**config.mk**
```make
export PLATFORM = sky130hd
export DESIGN_NAME = iuvp_profile
export DESIGN_NICKNAME = d
export VERILOG_FILES = /design/src/rtl/iuvp_cycle_table.v /design/src/rtl/iuvp_trap_prio.v /design/src/rtl/iuvp_profile.v
export VERILOG_INCLUDE_DIRS = /design/src /design/src/rtl
export SDC_FILE = /design/constraint.sdc
export NUM_CORES = 1
export LEC_CHECK = 0
export BUFFER_PORTS_ARGS = -buffer_cell sky130_fd_sc_hd__buf_2
export CAP_MARGIN = 0
export CORE_MARGIN = 8
export CORE_UTILIZATION = 40
export CTS_CLUSTER_DIAMETER = 60
export DETAILED_ROUTE_END_ITERATION = 7
export PLACE_DENSITY = 0.77
export SYNTH_ARGS = -nofsm -noshare
export SYNTH_HDL_FRONTEND = slang
export SYNTH_SLANG_ARGS = --single-unit
```
**constraint.sdc**
```tcl
create_clock -name sys_clk_i -period 4.6 [get_ports sys_clk_i]
set_input_delay 0 -clock sys_clk_i [delete_from_list [all_inputs] [get_ports sys_clk_i]]
set_output_delay 0 -clock sys_clk_i [all_outputs]
set_load 0.005 [all_outputs]
```
**src/rtl/iuvp_map.vh**
```
// constants for the integer-unit variant profile
`ifndef IUVP_MAP_VH
`define IUVP_MAP_VH
// variant selection codes
`define IUVP_VAR_A            3'h0
`define IUVP_VAR_B0           3'h1
`define IUVP_VAR_B1           3'h2
`define IUVP_VAR_C            3'h3
`define IUVP_VAR_D            3'h4
// instruction class codes
`define IUVP_CLS_OTHER        5'h00
`define IUVP_CLS_LD_SINGLE    5'h01
`define IUVP_CLS_LD_DOUBLE    5'h02
`define IUVP_CLS_ST_SINGLE    5'h03
`define IUVP_CLS_ST_DOUBLE    5'h04
`define IUVP_CLS_BR_UNTAKEN   5'h05
`define IUVP_CLS_BR_TAKEN     5'h06
`define IUVP_CLS_TRAP_TAKEN   5'h07
`define IUVP_CLS_TRAP_UNTAKEN 5'h08
`define IUVP_CLS_JUMP_LINK    5'h09
`define IUVP_CLS_RET_TRAP     5'h0A
`define IUVP_CLS_ATOMIC_LDST  5'h0B
`define IUVP_CLS_SWAP         5'h0C
`define IUVP_CLS_STORE_FQ     5'h0D
`define IUVP_CLS_UNSIGNED_MULTIPLY         5'h0E
`define IUVP_CLS_UNSIGNED_MULTIPLY_FLAGS   5'h0F
`define IUVP_CLS_SIGNED_MULTIPLY         5'h10
`define IUVP_CLS_SIGNED_MULTIPLY_FLAGS   5'h11
`define IUVP_CLS_STORE_BAR    5'h12
`define IUVP_CLS_WRITE_ANC    5'h13
`define IUVP_CLS_WRITE_Y      5'h14
`define IUVP_CLS_READ_Y       5'h15
// cycle counts
`define IUVP_CYC_1            3'h1
`define IUVP_CYC_2            3'h2
`define IUVP_CYC_3            3'h3
`define IUVP_CYC_4            3'h4
`define IUVP_CYC_5            3'h5
// trap type codes
`define IUVP_TT_RESET         8'h00
`define IUVP_TT_ILLEGAL       8'h02
`define IUVP_TT_PRIVILEGED    8'h03
`define IUVP_TT_INSTR_MISS    8'h3C
`define IUVP_TT_DATA_MISS     8'h2C
`define IUVP_TT_INSTR_ERR     8'h21
`define IUVP_TT_REG_ERR       8'h20
`define IUVP_TT_DATA_ERR      8'h29
`define IUVP_TT_WATCHPOINT    8'h0B
`define IUVP_TT_ERROR_RESET   8'h20
// trap request bit positions
`define IUVP_TRQ_ERROR_MODE   0
`define IUVP_TRQ_INSTR_MISS   1
`define IUVP_TRQ_INSTR_ERR    2
`define IUVP_TRQ_PRIVILEGED   3
`define IUVP_TRQ_ILLEGAL      4
`define IUVP_TRQ_REG_ERR      5
`define IUVP_TRQ_DATA_ERR     6
`define IUVP_TRQ_DATA_MISS    7
`define IUVP_TRQ_WATCHPOINT   8
`define IUVP_TRQ_W            9
// address widths
`define IUVP_ADDR_MASK_B1     32'h00FFFFFF
`define IUVP_ADDR_MASK_FULL   32'hFFFFFFFF
`define IUVP_ASI_MASK_B1      8'h07
`define IUVP_ASI_MASK_D       8'h7F
`define IUVP_ASI_MASK_FULL    8'hFF
// register windows
`define IUVP_WIN_SEVEN        4'h7
`define IUVP_WIN_EIGHT        4'h8
// reset values
`define IUVP_RST_TT           8'h00
`define IUVP_RST_CNT          3'h0
`endif

```
**src/rtl/iuvp_cycle_table.v**
```verilog
// cycle count lookup per instruction class and variant
`include "iuvp_map.vh"
module iuvp_cycle_table #(
   parameter [2:0] VARIANT = `IUVP_VAR_A
) (
   input  wire [4:0] cls_i,
   input  wire       reg_reg_addr_i,
   output reg  [2:0] cycles_o
);
   // one lookup shared by A/B0/B1, one each for C and D; unlisted classes take one cycle
   always @* begin
      cycles_o = `IUVP_CYC_1;
      case (VARIANT)
         `IUVP_VAR_A, `IUVP_VAR_B0, `IUVP_VAR_B1: begin
            case (cls_i)
               `IUVP_CLS_LD_SINGLE, `IUVP_CLS_TRAP_TAKEN,
               `IUVP_CLS_JUMP_LINK, `IUVP_CLS_RET_TRAP:
                  cycles_o = `IUVP_CYC_2;
               `IUVP_CLS_BR_UNTAKEN:
                  cycles_o = (VARIANT == `IUVP_VAR_A) ? `IUVP_CYC_2 : `IUVP_CYC_1;
               `IUVP_CLS_LD_DOUBLE, `IUVP_CLS_ST_SINGLE, `IUVP_CLS_TRAP_UNTAKEN:
                  cycles_o = `IUVP_CYC_3;
               `IUVP_CLS_ST_DOUBLE, `IUVP_CLS_ATOMIC_LDST, `IUVP_CLS_SWAP:
                  cycles_o = `IUVP_CYC_4;
               default:
                  cycles_o = `IUVP_CYC_1;
            endcase
         end
         `IUVP_VAR_C: begin
            case (cls_i)
               `IUVP_CLS_LD_DOUBLE, `IUVP_CLS_ST_SINGLE,
               `IUVP_CLS_JUMP_LINK, `IUVP_CLS_RET_TRAP:
                  cycles_o = `IUVP_CYC_2;
               `IUVP_CLS_ST_DOUBLE:
                  cycles_o = `IUVP_CYC_3;
               `IUVP_CLS_TRAP_TAKEN:
                  cycles_o = `IUVP_CYC_5;
               default:
                  cycles_o = `IUVP_CYC_1;
            endcase
         end
         `IUVP_VAR_D: begin
            case (cls_i)
               `IUVP_CLS_ST_SINGLE, `IUVP_CLS_ST_DOUBLE:
                  cycles_o = reg_reg_addr_i ? `IUVP_CYC_2 : `IUVP_CYC_1;
               `IUVP_CLS_RET_TRAP, `IUVP_CLS_STORE_FQ, `IUVP_CLS_TRAP_TAKEN:
                  cycles_o = `IUVP_CYC_2;
               `IUVP_CLS_UNSIGNED_MULTIPLY, `IUVP_CLS_UNSIGNED_MULTIPLY_FLAGS,
               `IUVP_CLS_SIGNED_MULTIPLY, `IUVP_CLS_SIGNED_MULTIPLY_FLAGS:
                  cycles_o = `IUVP_CYC_5;
               default:
                  cycles_o = `IUVP_CYC_1;
            endcase
         end
         default:
            cycles_o = `IUVP_CYC_1;
      endcase
   end
endmodule

```
**src/rtl/iuvp_trap_prio.v**
```verilog
// trap filter and priority encoder per variant
`include "iuvp_map.vh"
module iuvp_trap_prio #(
   parameter [2:0] VARIANT = `IUVP_VAR_A
) (
   input  wire [`IUVP_TRQ_W-1:0] req_i,
   output reg                    take_o,
   output reg  [7:0]             tt_o
);
   wire is_c = (VARIANT == `IUVP_VAR_C);
   wire is_d = (VARIANT == `IUVP_VAR_D);
   reg  [`IUVP_TRQ_W-1:0] en;
   // mask off traps the variant does not have
   always @* begin
      en = req_i;
      en[`IUVP_TRQ_INSTR_ERR] = req_i[`IUVP_TRQ_INSTR_ERR] & is_c;
      en[`IUVP_TRQ_REG_ERR]   = req_i[`IUVP_TRQ_REG_ERR] & is_c;
      en[`IUVP_TRQ_DATA_ERR]  = req_i[`IUVP_TRQ_DATA_ERR] & is_c;
      en[`IUVP_TRQ_INSTR_MISS] = req_i[`IUVP_TRQ_INSTR_MISS] & is_d;
      en[`IUVP_TRQ_DATA_MISS]  = req_i[`IUVP_TRQ_DATA_MISS] & is_d;
      en[`IUVP_TRQ_WATCHPOINT] = req_i[`IUVP_TRQ_WATCHPOINT] & is_d;
   end
   // fixed priority; error mode first, watchpoint last
   always @* begin
      take_o = 1'b1;
      tt_o   = `IUVP_RST_TT;
      if (en[`IUVP_TRQ_ERROR_MODE]) begin
         tt_o = is_d ? `IUVP_TT_ERROR_RESET : `IUVP_TT_RESET;
      end else if (en[`IUVP_TRQ_INSTR_MISS]) begin
         tt_o = `IUVP_TT_INSTR_MISS;
      end else if (en[`IUVP_TRQ_INSTR_ERR]) begin
         tt_o = `IUVP_TT_INSTR_ERR;
      end else if ((VARIANT == `IUVP_VAR_A) && en[`IUVP_TRQ_ILLEGAL]) begin
         tt_o = `IUVP_TT_ILLEGAL;
      end else if (en[`IUVP_TRQ_PRIVILEGED]) begin
         tt_o = `IUVP_TT_PRIVILEGED;
      end else if (en[`IUVP_TRQ_ILLEGAL]) begin
         tt_o = `IUVP_TT_ILLEGAL;
      end else if (en[`IUVP_TRQ_REG_ERR]) begin
         tt_o = `IUVP_TT_REG_ERR;
      end else if (en[`IUVP_TRQ_DATA_ERR]) begin
         tt_o = `IUVP_TT_DATA_ERR;
      end else if (en[`IUVP_TRQ_DATA_MISS]) begin
         tt_o = `IUVP_TT_DATA_MISS;
      end else if (en[`IUVP_TRQ_WATCHPOINT]) begin
         tt_o = `IUVP_TT_WATCHPOINT;
      end else begin
         take_o = 1'b0;
      end
   end
endmodule

```
**src/rtl/iuvp_profile.v**
```verilog
// integer-unit variant profile: traps, memory widths, windows, timing
//
// How it works
// - parity error traps only in variant C
// - no divide, store-error, flush, 0x60-0x7F traps
// - variant A swaps privileged/illegal priority
// - miss and watchpoint traps only variant D
// - variant D error mode resets with 0x20
// - store barrier acts as Y read, rd=0
// - ancillary write acts as Y write
// - B1 drives ADDRESS_SPACE_IDENTIFIER[2:0] and 24 address bits
// - variant D drives ADDRESS_SPACE_IDENTIFIER[6:0] only
// - others drive 32 address, 8 ADDRESS_SPACE_IDENTIFIER bits
// - A and C seven windows, others eight
// - zero-wait memory, default one cycle
// - variant A two-cycle instruction classes
// - B variants untaken branch one cycle
// - A/B three- and four-cycle classes
// - variant C cycle table
// - variant D register-register stores and returns two cycles
// - variant D multiplies take five cycles
// - default trap model only
`include "iuvp_map.vh"
module iuvp_profile #(
   parameter [2:0] VARIANT = `IUVP_VAR_A
) (
   input  wire        sys_clk_i,
   input  wire        rst_i,
   // instruction issue
   input  wire        issue_valid_i,
   input  wire [4:0]  issue_class_i,
   input  wire        issue_reg_reg_addr_i,
   input  wire [4:0]  issue_rd_i,
   // trap requests from the pipeline
   input  wire        error_mode_i,
   input  wire        ext_reset_req_i,
   input  wire        instr_miss_i,
   input  wire        instr_parity_err_i,
   input  wire        privileged_viol_i,
   input  wire        illegal_instr_i,
   input  wire        reg_parity_err_i,
   input  wire        data_parity_err_i,
   input  wire        data_miss_i,
   input  wire        watchpoint_hit_i,
   input  wire        divide_zero_i,
   input  wire        data_store_err_i,
   input  wire        flush_unimpl_i,
   input  wire        impl_dep_exc_i,
   // memory request
   input  wire        mem_req_i,
   input  wire [31:0] mem_addr_i,
   input  wire [7:0]  mem_asi_i,
   // outputs
   output reg         busy_o,
   output reg         done_o,
   output reg  [2:0]  cycles_o,
   output reg         y_read_o,
   output reg         y_write_o,
   output reg  [4:0]  eff_rd_o,
   output reg         trap_o,
   output reg  [7:0]  trap_type_code_o,
   output reg         mem_req_o,
   output reg  [31:0] mem_addr_o,
   output reg  [7:0]  address_space_identifier_o,
   output reg  [3:0]  num_windows_o,
   output reg         enhanced_trap_model_o
);
   localparam ST_IDLE = 1'b0;
   localparam ST_BUSY = 1'b1;

   function [31:0] addr_mask;
      input [2:0] v;
      begin
         addr_mask = (v == `IUVP_VAR_B1) ? `IUVP_ADDR_MASK_B1 : `IUVP_ADDR_MASK_FULL;
      end
   endfunction

   function [7:0] asi_mask;
      input [2:0] v;
      begin
         case (v)
            `IUVP_VAR_B1: asi_mask = `IUVP_ASI_MASK_B1;
            `IUVP_VAR_D:  asi_mask = `IUVP_ASI_MASK_D;
            default:      asi_mask = `IUVP_ASI_MASK_FULL;
         endcase
      end
   endfunction

   function [3:0] win_count;
      input [2:0] v;
      begin
         case (v)
            `IUVP_VAR_A, `IUVP_VAR_C: win_count = `IUVP_WIN_SEVEN;
            default:                  win_count = `IUVP_WIN_EIGHT;
         endcase
      end
   endfunction

   reg        state_r;
   reg        state_nxt;
   reg [2:0]  cnt_r;
   reg [2:0]  cnt_nxt;
   wire [2:0] table_cycles;
   wire       prio_take;
   wire [7:0] prio_tt;
   wire [`IUVP_TRQ_W-1:0] trq;

   // cycle lookup for the issued class
   iuvp_cycle_table #(
      .VARIANT (VARIANT)
   ) u_cycles (
      .cls_i          (issue_class_i),
      .reg_reg_addr_i (issue_reg_reg_addr_i),
      .cycles_o       (table_cycles)
   );

   // divide, store-error, flush and implementation traps never reach the encoder
   assign trq[`IUVP_TRQ_ERROR_MODE] = error_mode_i;
   assign trq[`IUVP_TRQ_INSTR_MISS] = instr_miss_i;
   assign trq[`IUVP_TRQ_INSTR_ERR]  = instr_parity_err_i;
   assign trq[`IUVP_TRQ_PRIVILEGED] = privileged_viol_i;
   assign trq[`IUVP_TRQ_ILLEGAL]    = illegal_instr_i;
   assign trq[`IUVP_TRQ_REG_ERR]    = reg_parity_err_i;
   assign trq[`IUVP_TRQ_DATA_ERR]   = data_parity_err_i;
   assign trq[`IUVP_TRQ_DATA_MISS]  = data_miss_i;
   assign trq[`IUVP_TRQ_WATCHPOINT] = watchpoint_hit_i;

   // ignored sources, kept only in a dead term
   wire unused_traps = divide_zero_i | data_store_err_i | flush_unimpl_i | impl_dep_exc_i;

   iuvp_trap_prio #(
      .VARIANT (VARIANT)
   ) u_prio (
      .req_i  (trq),
      .take_o (prio_take),
      .tt_o   (prio_tt)
   );

   always @* begin
      state_nxt = state_r;
      cnt_nxt   = cnt_r;
      case (state_r)
         ST_IDLE: begin
            if (issue_valid_i && (table_cycles > `IUVP_CYC_1)) begin
               state_nxt = ST_BUSY;
               cnt_nxt   = table_cycles - `IUVP_CYC_1;
            end
         end
         ST_BUSY: begin
            cnt_nxt = cnt_r - `IUVP_CYC_1;
            if (cnt_r == `IUVP_CYC_1) begin
               state_nxt = ST_IDLE;
            end
         end
         default: begin
            state_nxt = ST_IDLE;
            cnt_nxt   = `IUVP_RST_CNT;
         end
      endcase
   end

   // sequencer registers
   always @(posedge sys_clk_i or posedge rst_i) begin
      if (rst_i) begin
         state_r <= ST_IDLE;
         cnt_r   <= `IUVP_RST_CNT;
      end else begin
         state_r <= state_nxt;
         cnt_r   <= cnt_nxt;
      end
   end

   // completion and busy outputs
   always @(posedge sys_clk_i or posedge rst_i) begin
      if (rst_i) begin
         busy_o   <= 1'b0;
         done_o   <= 1'b0;
         cycles_o <= `IUVP_RST_CNT;
      end else begin
         busy_o <= (state_nxt == ST_BUSY);
         done_o <= ((state_r == ST_IDLE) && issue_valid_i && (table_cycles == `IUVP_CYC_1))
                   || ((state_r == ST_BUSY) && (cnt_r == `IUVP_CYC_1));
         if ((state_r == ST_IDLE) && issue_valid_i) begin
            cycles_o <= table_cycles;
         end
      end
   end

   // special register instruction aliasing
   always @(posedge sys_clk_i or posedge rst_i) begin
      if (rst_i) begin
         y_read_o  <= 1'b0;
         y_write_o <= 1'b0;
         eff_rd_o  <= 5'h00;
      end else begin
         y_read_o  <= 1'b0;
         y_write_o <= 1'b0;
         eff_rd_o  <= issue_rd_i;
         if ((state_r == ST_IDLE) && issue_valid_i) begin
            case (issue_class_i)
               `IUVP_CLS_STORE_BAR: begin
                  y_read_o <= 1'b1;
                  eff_rd_o <= 5'h00;
               end
               `IUVP_CLS_READ_Y: begin
                  y_read_o <= 1'b1;
               end
               `IUVP_CLS_WRITE_ANC, `IUVP_CLS_WRITE_Y: begin
                  // ancillary write goes to Y, rd dropped
                  y_write_o <= 1'b1;
                  eff_rd_o  <= 5'h00;
               end
               default: y_read_o <= 1'b0;
            endcase
         end
      end
   end

   // trap outputs; external reset always reports code zero
   always @(posedge sys_clk_i or posedge rst_i) begin
      if (rst_i) begin
         trap_o           <= 1'b0;
         trap_type_code_o <= `IUVP_RST_TT;
      end else if (ext_reset_req_i) begin
         // only the external reset gives zero on D
         trap_o           <= 1'b1;
         trap_type_code_o <= `IUVP_TT_RESET;
      end else begin
         trap_o <= prio_take;
         if (prio_take) begin
            trap_type_code_o <= prio_tt;
         end
      end
   end

   always @(posedge sys_clk_i or posedge rst_i) begin
      if (rst_i) begin
         mem_req_o                  <= 1'b0;
         mem_addr_o                 <= 32'h00000000;
         address_space_identifier_o <= 8'h00;
      end else begin
         mem_req_o                  <= mem_req_i;
         mem_addr_o                 <= mem_addr_i & addr_mask(VARIANT);
         address_space_identifier_o <= mem_asi_i & asi_mask(VARIANT);
      end
   end

   // static profile outputs, flop-driven
   always @(posedge sys_clk_i or posedge rst_i) begin
      if (rst_i) begin
         num_windows_o         <= 4'h0;
         enhanced_trap_model_o <= 1'b0;
      end else begin
         num_windows_o         <= win_count(VARIANT);
         enhanced_trap_model_o <= 1'b0 & unused_traps;
      end
   end
endmodule

```
Word-level counts from Yosys, hierarchy flattened. Memories as Yosys holds them, arrays and structs flattened. Index checks and enable logic that the tools add are counted.

Register bits: 66. Memory bits (read-only): 48. Bits of input ports: 69. Output and inout port bits: 67. Logic and storage cells: 55. Memories kept: 1.

$add $sub $neg: 2. Magnitude comparators: 1. Equal/unequal tests: 7. Multiplexer cells: 21. Bitwise operators: 1. Reduce and logical (&&, ||, !) cells: 9.

Memory list: (name not given) (depth 16, width 3, read ports 1, clocked after Yosys merged registers in 0, write ports 0, RTL line iuvp_cycle_table.v:15) `case (cls_i)`.

Operators with widths (count): 5-bit == test (second input constant) (4); 8-bit two-way mux (2); 1-bit two-way mux (10); 5-bit two-way mux (2); 3-bit by 1-bit == test with 1-bit output (second input constant) (2); 2-bit two-way mux (3); 3-bit two-way mux (2); 3-bit case mux with 2 select lines (1); 3-bit by 1-bit subtractor with 3-bit output (second input constant) (2); 1-bit logical AND (4); 2-bit OR reduction (2); 3-bit by 1-bit greater-than comparator with 1-bit output (second input constant) (1); 3-bit OR reduction (1); 2-bit != test (second input constant) (1); 1-bit case mux with 2 select lines (1); 2-bit nonzero test (1); 1-bit logical OR (1); 1-bit NOT (1).

Logic depth before layout (Yosys ltp). An unclocked memory read counts as a cell.

Word-level depth: 6. Gate-level depth with buffers: 9. Mapped depth without buffers: 8.

Hierarchy. A second synthesis with hierarchy kept.

Cell total of the unflattened synthesis: 164. Area, all modules: 2319.7 µm².

Modules (own cells, without submodules): iuvp_profile (instances 1, cells an instance 142, area each 2158.3 µm², seq. area each 1651.6 µm²); iuvp_cycle_table (instances 1, cells an instance 12, area each 88.8 µm², seq. area each 0.0 µm²); iuvp_trap_prio (instances 1, cells an instance 10, area each 72.6 µm², seq. area each 0.0 µm²).

Worst setup path after synthesis. OpenSTA, ideal clock, no wires.

Kind: in2reg. Start point: input port issue_class_i[1]. End point: register cnt_r[2]. Library setup time: 101 ps. Data arrival time: 1548 ps. Data required time: 4499 ps. Path slack: 2952 ps. Stages on the path: 9. Path buffers: 1. Cell sequence: buf_2 -> or2_2 -> a221oi_1 -> nor2_1 -> ha_1 -> inv_1 -> o211ai_1 -> a2111o_1 -> o311ai_2.

Longest elaborated chain between the ends: 5. Elaborated cells on any way between the ends: 8. Those cells by class: add/sub: 1; order compare: 1; eq/ne: 1; mux: 3; reduce/logical: 1; memory: 1.

Ends and longest elaborated chain: from (decl) (RTL line iuvp_profile.v:31) `input wire [4:0] issue_class_i,`; memory read 16 x 3 bit (*); 3-bit two-way mux (*) (RTL line iuvp_cycle_table.v:15); 3-bit by 1-bit subtractor with 3-bit output (no line) or 3-bit by 1-bit greater-than comparator with 1-bit output (tied branches); 3-bit two-way mux or 1-bit logical AND (tied branches) (RTL line iuvp_profile.v:144) `` if (issue_valid_i && (table_cycles > `IUVP_CYC_1)) begin ``; 3-bit case mux with 2 select lines or 2-bit != test (tied branches); to (signal assigned) (RTL line iuvp_profile.v:166) `` cnt_r <= `IUVP_RST_CNT; ``; to (signal assigned) (RTL line iuvp_profile.v:169) `cnt_r <= cnt_nxt;`; to (decl) (RTL line iuvp_profile.v:101) `reg [2:0] cnt_r;`.

Every way passes the cells marked *; elsewhere a longest branch is shown, timed or not. The select of a mux whose other input is x is not followed. A chain may end at the register's enable or synchronous reset.

==> flow_metrics.env <==
export IMPL_p_comb_share_pct=19.9
export IMPL_yosysUniqueCellTypes=40
export IMPL_syn2layout_area_growth_pct=60.9
export IMPL_synth_top_area_share_pct=71.5
export IMPL_switching_share_pct=26.7
export IMPL_grt_usage_pct=17.7
export IMPL_worstHoldPathType="in2reg"
export IMPL_grt_use_met2_pct=30.8
export IMPL_die_area_um2=7830
export IMPL_reg2reg_setup_slack_ps=3040
export IMPL_gp_congestion=0.798
export IMPL_clkTransAtPathRegs_ps=60
export IMPL_endpoint="eff_rd_o[3]"
export IMPL_grt_use_met3_pct=6.41
export IMPL_routed_wl_um=6970
export IMPL_cpMaxStageDelayCell="dfrtp_1"
export IMPL_mostFrequentLayoutCell="buf_2"
export IMPL_die_h_um=88.5
export IMPL_n_fill_cell=372
export IMPL_port_buffer_count=116
export IMPL_cts_buffers=9
export IMPL_final_max_slew_viol_count=0
export IMPL_power_internal_mw=0.917
export IMPL_initial_core_util_pct=41.4
export IMPL_hold_ws_ps=34.3
export IMPL_clock_latency_ps=320
export IMPL_ys_ff_latch=60
export IMPL_diodes=0
export IMPL_yosysSeqAreaShare_pct=71.5
export IMPL_path_buf_inv=0
export IMPL_tightest_slew_ps=731
export IMPL_fin_crit_sh_pct=33.9
export IMPL_drive_gt1_share_pct=42.2
export IMPL_routedWlPerCell_um=17.6
export IMPL_cts_max_level=3
export IMPL_p_leak_nw=1.72
export IMPL_ios=136
export IMPL_detail_route_antenna_nets=0
export IMPL_pwr_share_seq_pct=49.6
export IMPL_drcViolationCount=0
export IMPL_num_vias=1773
export IMPL_ir_drop_mv=0.176
export IMPL_cpLargestDelayFamily="simple AND/OR/NAND/NOR gates"
export IMPL_reg2reg_depth=4
export IMPL_hpwl_um=4440
export IMPL_finalNetCount=397
export IMPL_cts_tree="yes"
export IMPL_critPathLaunchType="flop"
export IMPL_reg2reg_from="busy_o"
export IMPL_p_total_mw=1.25
export IMPL_row_count=26
export IMPL_synth_top_area_cell="dfrtp_1"
export IMPL_core_um2=5070
export IMPL_path_class="reg2reg"
export IMPL_async_flop_share_pct=100
export IMPL_ctsResizeCount=0
export IMPL_switching_power_mw=0.334
export IMPL_rsz0062_at_grt="no"
export IMPL_yosys_warnings=0
export IMPL_synthCells=150
export IMPL_cts_root_buf="clkbuf_8"
export IMPL_fin_crit_ps=1560
export IMPL_crit_path_max_fanout=9
export IMPL_power_density_nw_per_um2=370
export IMPL_power_frac_clock_pct=30.5
export IMPL_cap_violations=0
export IMPL_timing_final_hold_violations=0
export IMPL_dr_first_iter_drc_count=46
export IMPL_cp_required_ps=4810
export IMPL_arrival_ps=1770
export IMPL_fin_setup_tns_ps=0
export IMPL_clkSinkCount=60
export IMPL_first_pass_iters=4
export IMPL_routed_via_density=4.47
export IMPL_endpoint_kind="flop"
export IMPL_fin_skew_ps=1.69
export IMPL_syn_area_per_cell_um2=14.0
export IMPL_layout_common_cells="buf_2 (116), dfrtp_1 (60), dlygate4sd3_1 (52)"
export IMPL_synth_edf_count=0
export IMPL_synth_area_leaders="dfrtp_1 (71%), buf_4 (3.9%), ha_1 (2.4%)"
export IMPL_max_freq_ghz=0.642
export IMPL_grt_overflow_total=0
export IMPL_grt_pass1_vias=1991
export IMPL_crit_path_start="busy_o"
export IMPL_cts_max_path_buffers=2
export IMPL_globalRouteMet1Util_pct=18.7
export IMPL_r2r_end="eff_rd_o[3]"
export IMPL_antenna_found_initial=0
export IMPL_crit_chain="nand2b_4, or3_1, o21bai_1, and2_1"
export IMPL_max_stage_delay_ps=480
export IMPL_grt_max_degree=61
export IMPL_top_usage_layer="met2"
export IMPL_setup_viol=0
export IMPL_status="completed"
export IMPL_netlist_area_um2=2100
export IMPL_die_x_um=88.5
export IMPL_ys_flop_type="dfrtp_1"
export IMPL_relSlewSlack_pct=51.3
export IMPL_grt_pass1_wl_um=10300
export IMPL_cp_depth=4
[worst register-to-register path, delay by kind of cell (launching register included)]
family	cells	cell delay (ps)
AND/OR/NAND/NOR	3	760
flip-flops	1	480
AO/OA/AOI/OAI	1	220
[stage by stage]
stage                     setup slack, ps  utilization [%]  cells  instance area, µm²
final                                3040             66.6    397                3380
after global routing                 2920             66.6    397                3380
after CTS                            3020             66.6    397                3380
after detailed placement             2730             53.3    331                2700
after global placement               2760             53.3    331                2700
after floorplan                      2950                -    157                2130
[worst min path at each step]
stage,from,endpoint,slack (ps),depth (start not counted)
floorplan,mem_asi_i[0],address_space_identifier_o[0],30,0
global placement,mem_asi_i[0],address_space_identifier_o[0],110,1
detailed placement,mem_asi_i[5],address_space_identifier_o[5],110,1
CTS,issue_valid_i,cycles_o[1],30,3
global route,issue_valid_i,cycles_o[1],40,3
finish,issue_valid_i,cycles_o[1],30,3
[flip-flops by register name (all words and copies together), names as in the netlist]
register                    cells
y_read_o                        1
trap_o                          1
trap_type_code_o                2
done_o                          1
num_windows_o                   1
cnt_r                           3
busy_o                          1
address_space_identifier_o      8
mem_req_o                       1
mem_addr_o                     32
y_write_o                       1
cycles_o                        3
eff_rd_o                        5
[power groups by stage]
stage | Clock [mW] | Combinational (mW) | Sequential [mW]
after floorplan | 0 | 0.115 | 0.628
after global routing | 0.416 | 0.279 | 0.628
after detailed placement | 0 | 0.215 | 0.628
final | 0.382 | 0.249 | 0.621
after CTS | 0.384 | 0.251 | 0.619
after global placement | 0 | 0.207 | 0.624
[what timing repair did]
item / in CTS / in global routing
hold buffers: 52 / 0
setup endpoints to repair: 0 / 0
endpoints found under the hold margin: 109 / 0
setup buffers: 0 / 0
[Yosys cell counts (2+ instances only)]
cell      number
buf_4         11
nor3_1         2
o21ai_0        5
nor2_1         7
ha_1           4
nand2_1        5
nor2b_1        3
a21oi_1        2
and2_1         5
o211ai_1       3
inv_1         11
conb_1         2
dfrtp_1       60
nand3_1        2
or3_1          3
[final cells by class]
| type | instances | area [µm²] | share of cell area, % |
|---|---|---|---|
| multi-input combinational | 73 | 485 | 14.4 |
| tap | 70 | 87.6 | 2.59 |
| sequential | 60 | 1500 | 44.4 |
| clock inverter | 3 | 15.0 | 0.444 |
| clock buffer | 11 | 141 | 4.18 |
| inverter | 11 | 41.3 | 1.22 |
| timing repair buffer | 169 | 1110 | 32.8 |
[cell families (layout without fill, tap and decap cells)]
kind of cell	after synthesis	in the layout	synth area share (%)
flops	60	60	71.5
simple gates	37	37	10.7
buf+inv	24	194	6.67
compound gates	22	22	8.04
fa+ha+maj	4	4	2.38
other cells	2	9	0.357
xor+xnor	1	1	0.417
[layer usage]
| layer | wire [µm] | share of wire (%) |
|---|---|---|
| met4 | 128 | 1.8 |
| met2 | 3480 | 50 |
| met1 | 2690 | 39 |
| met3 | 674 | 9.7 |
| met5 | 0 | 0 |
Power figures use the tool's default switching activity.
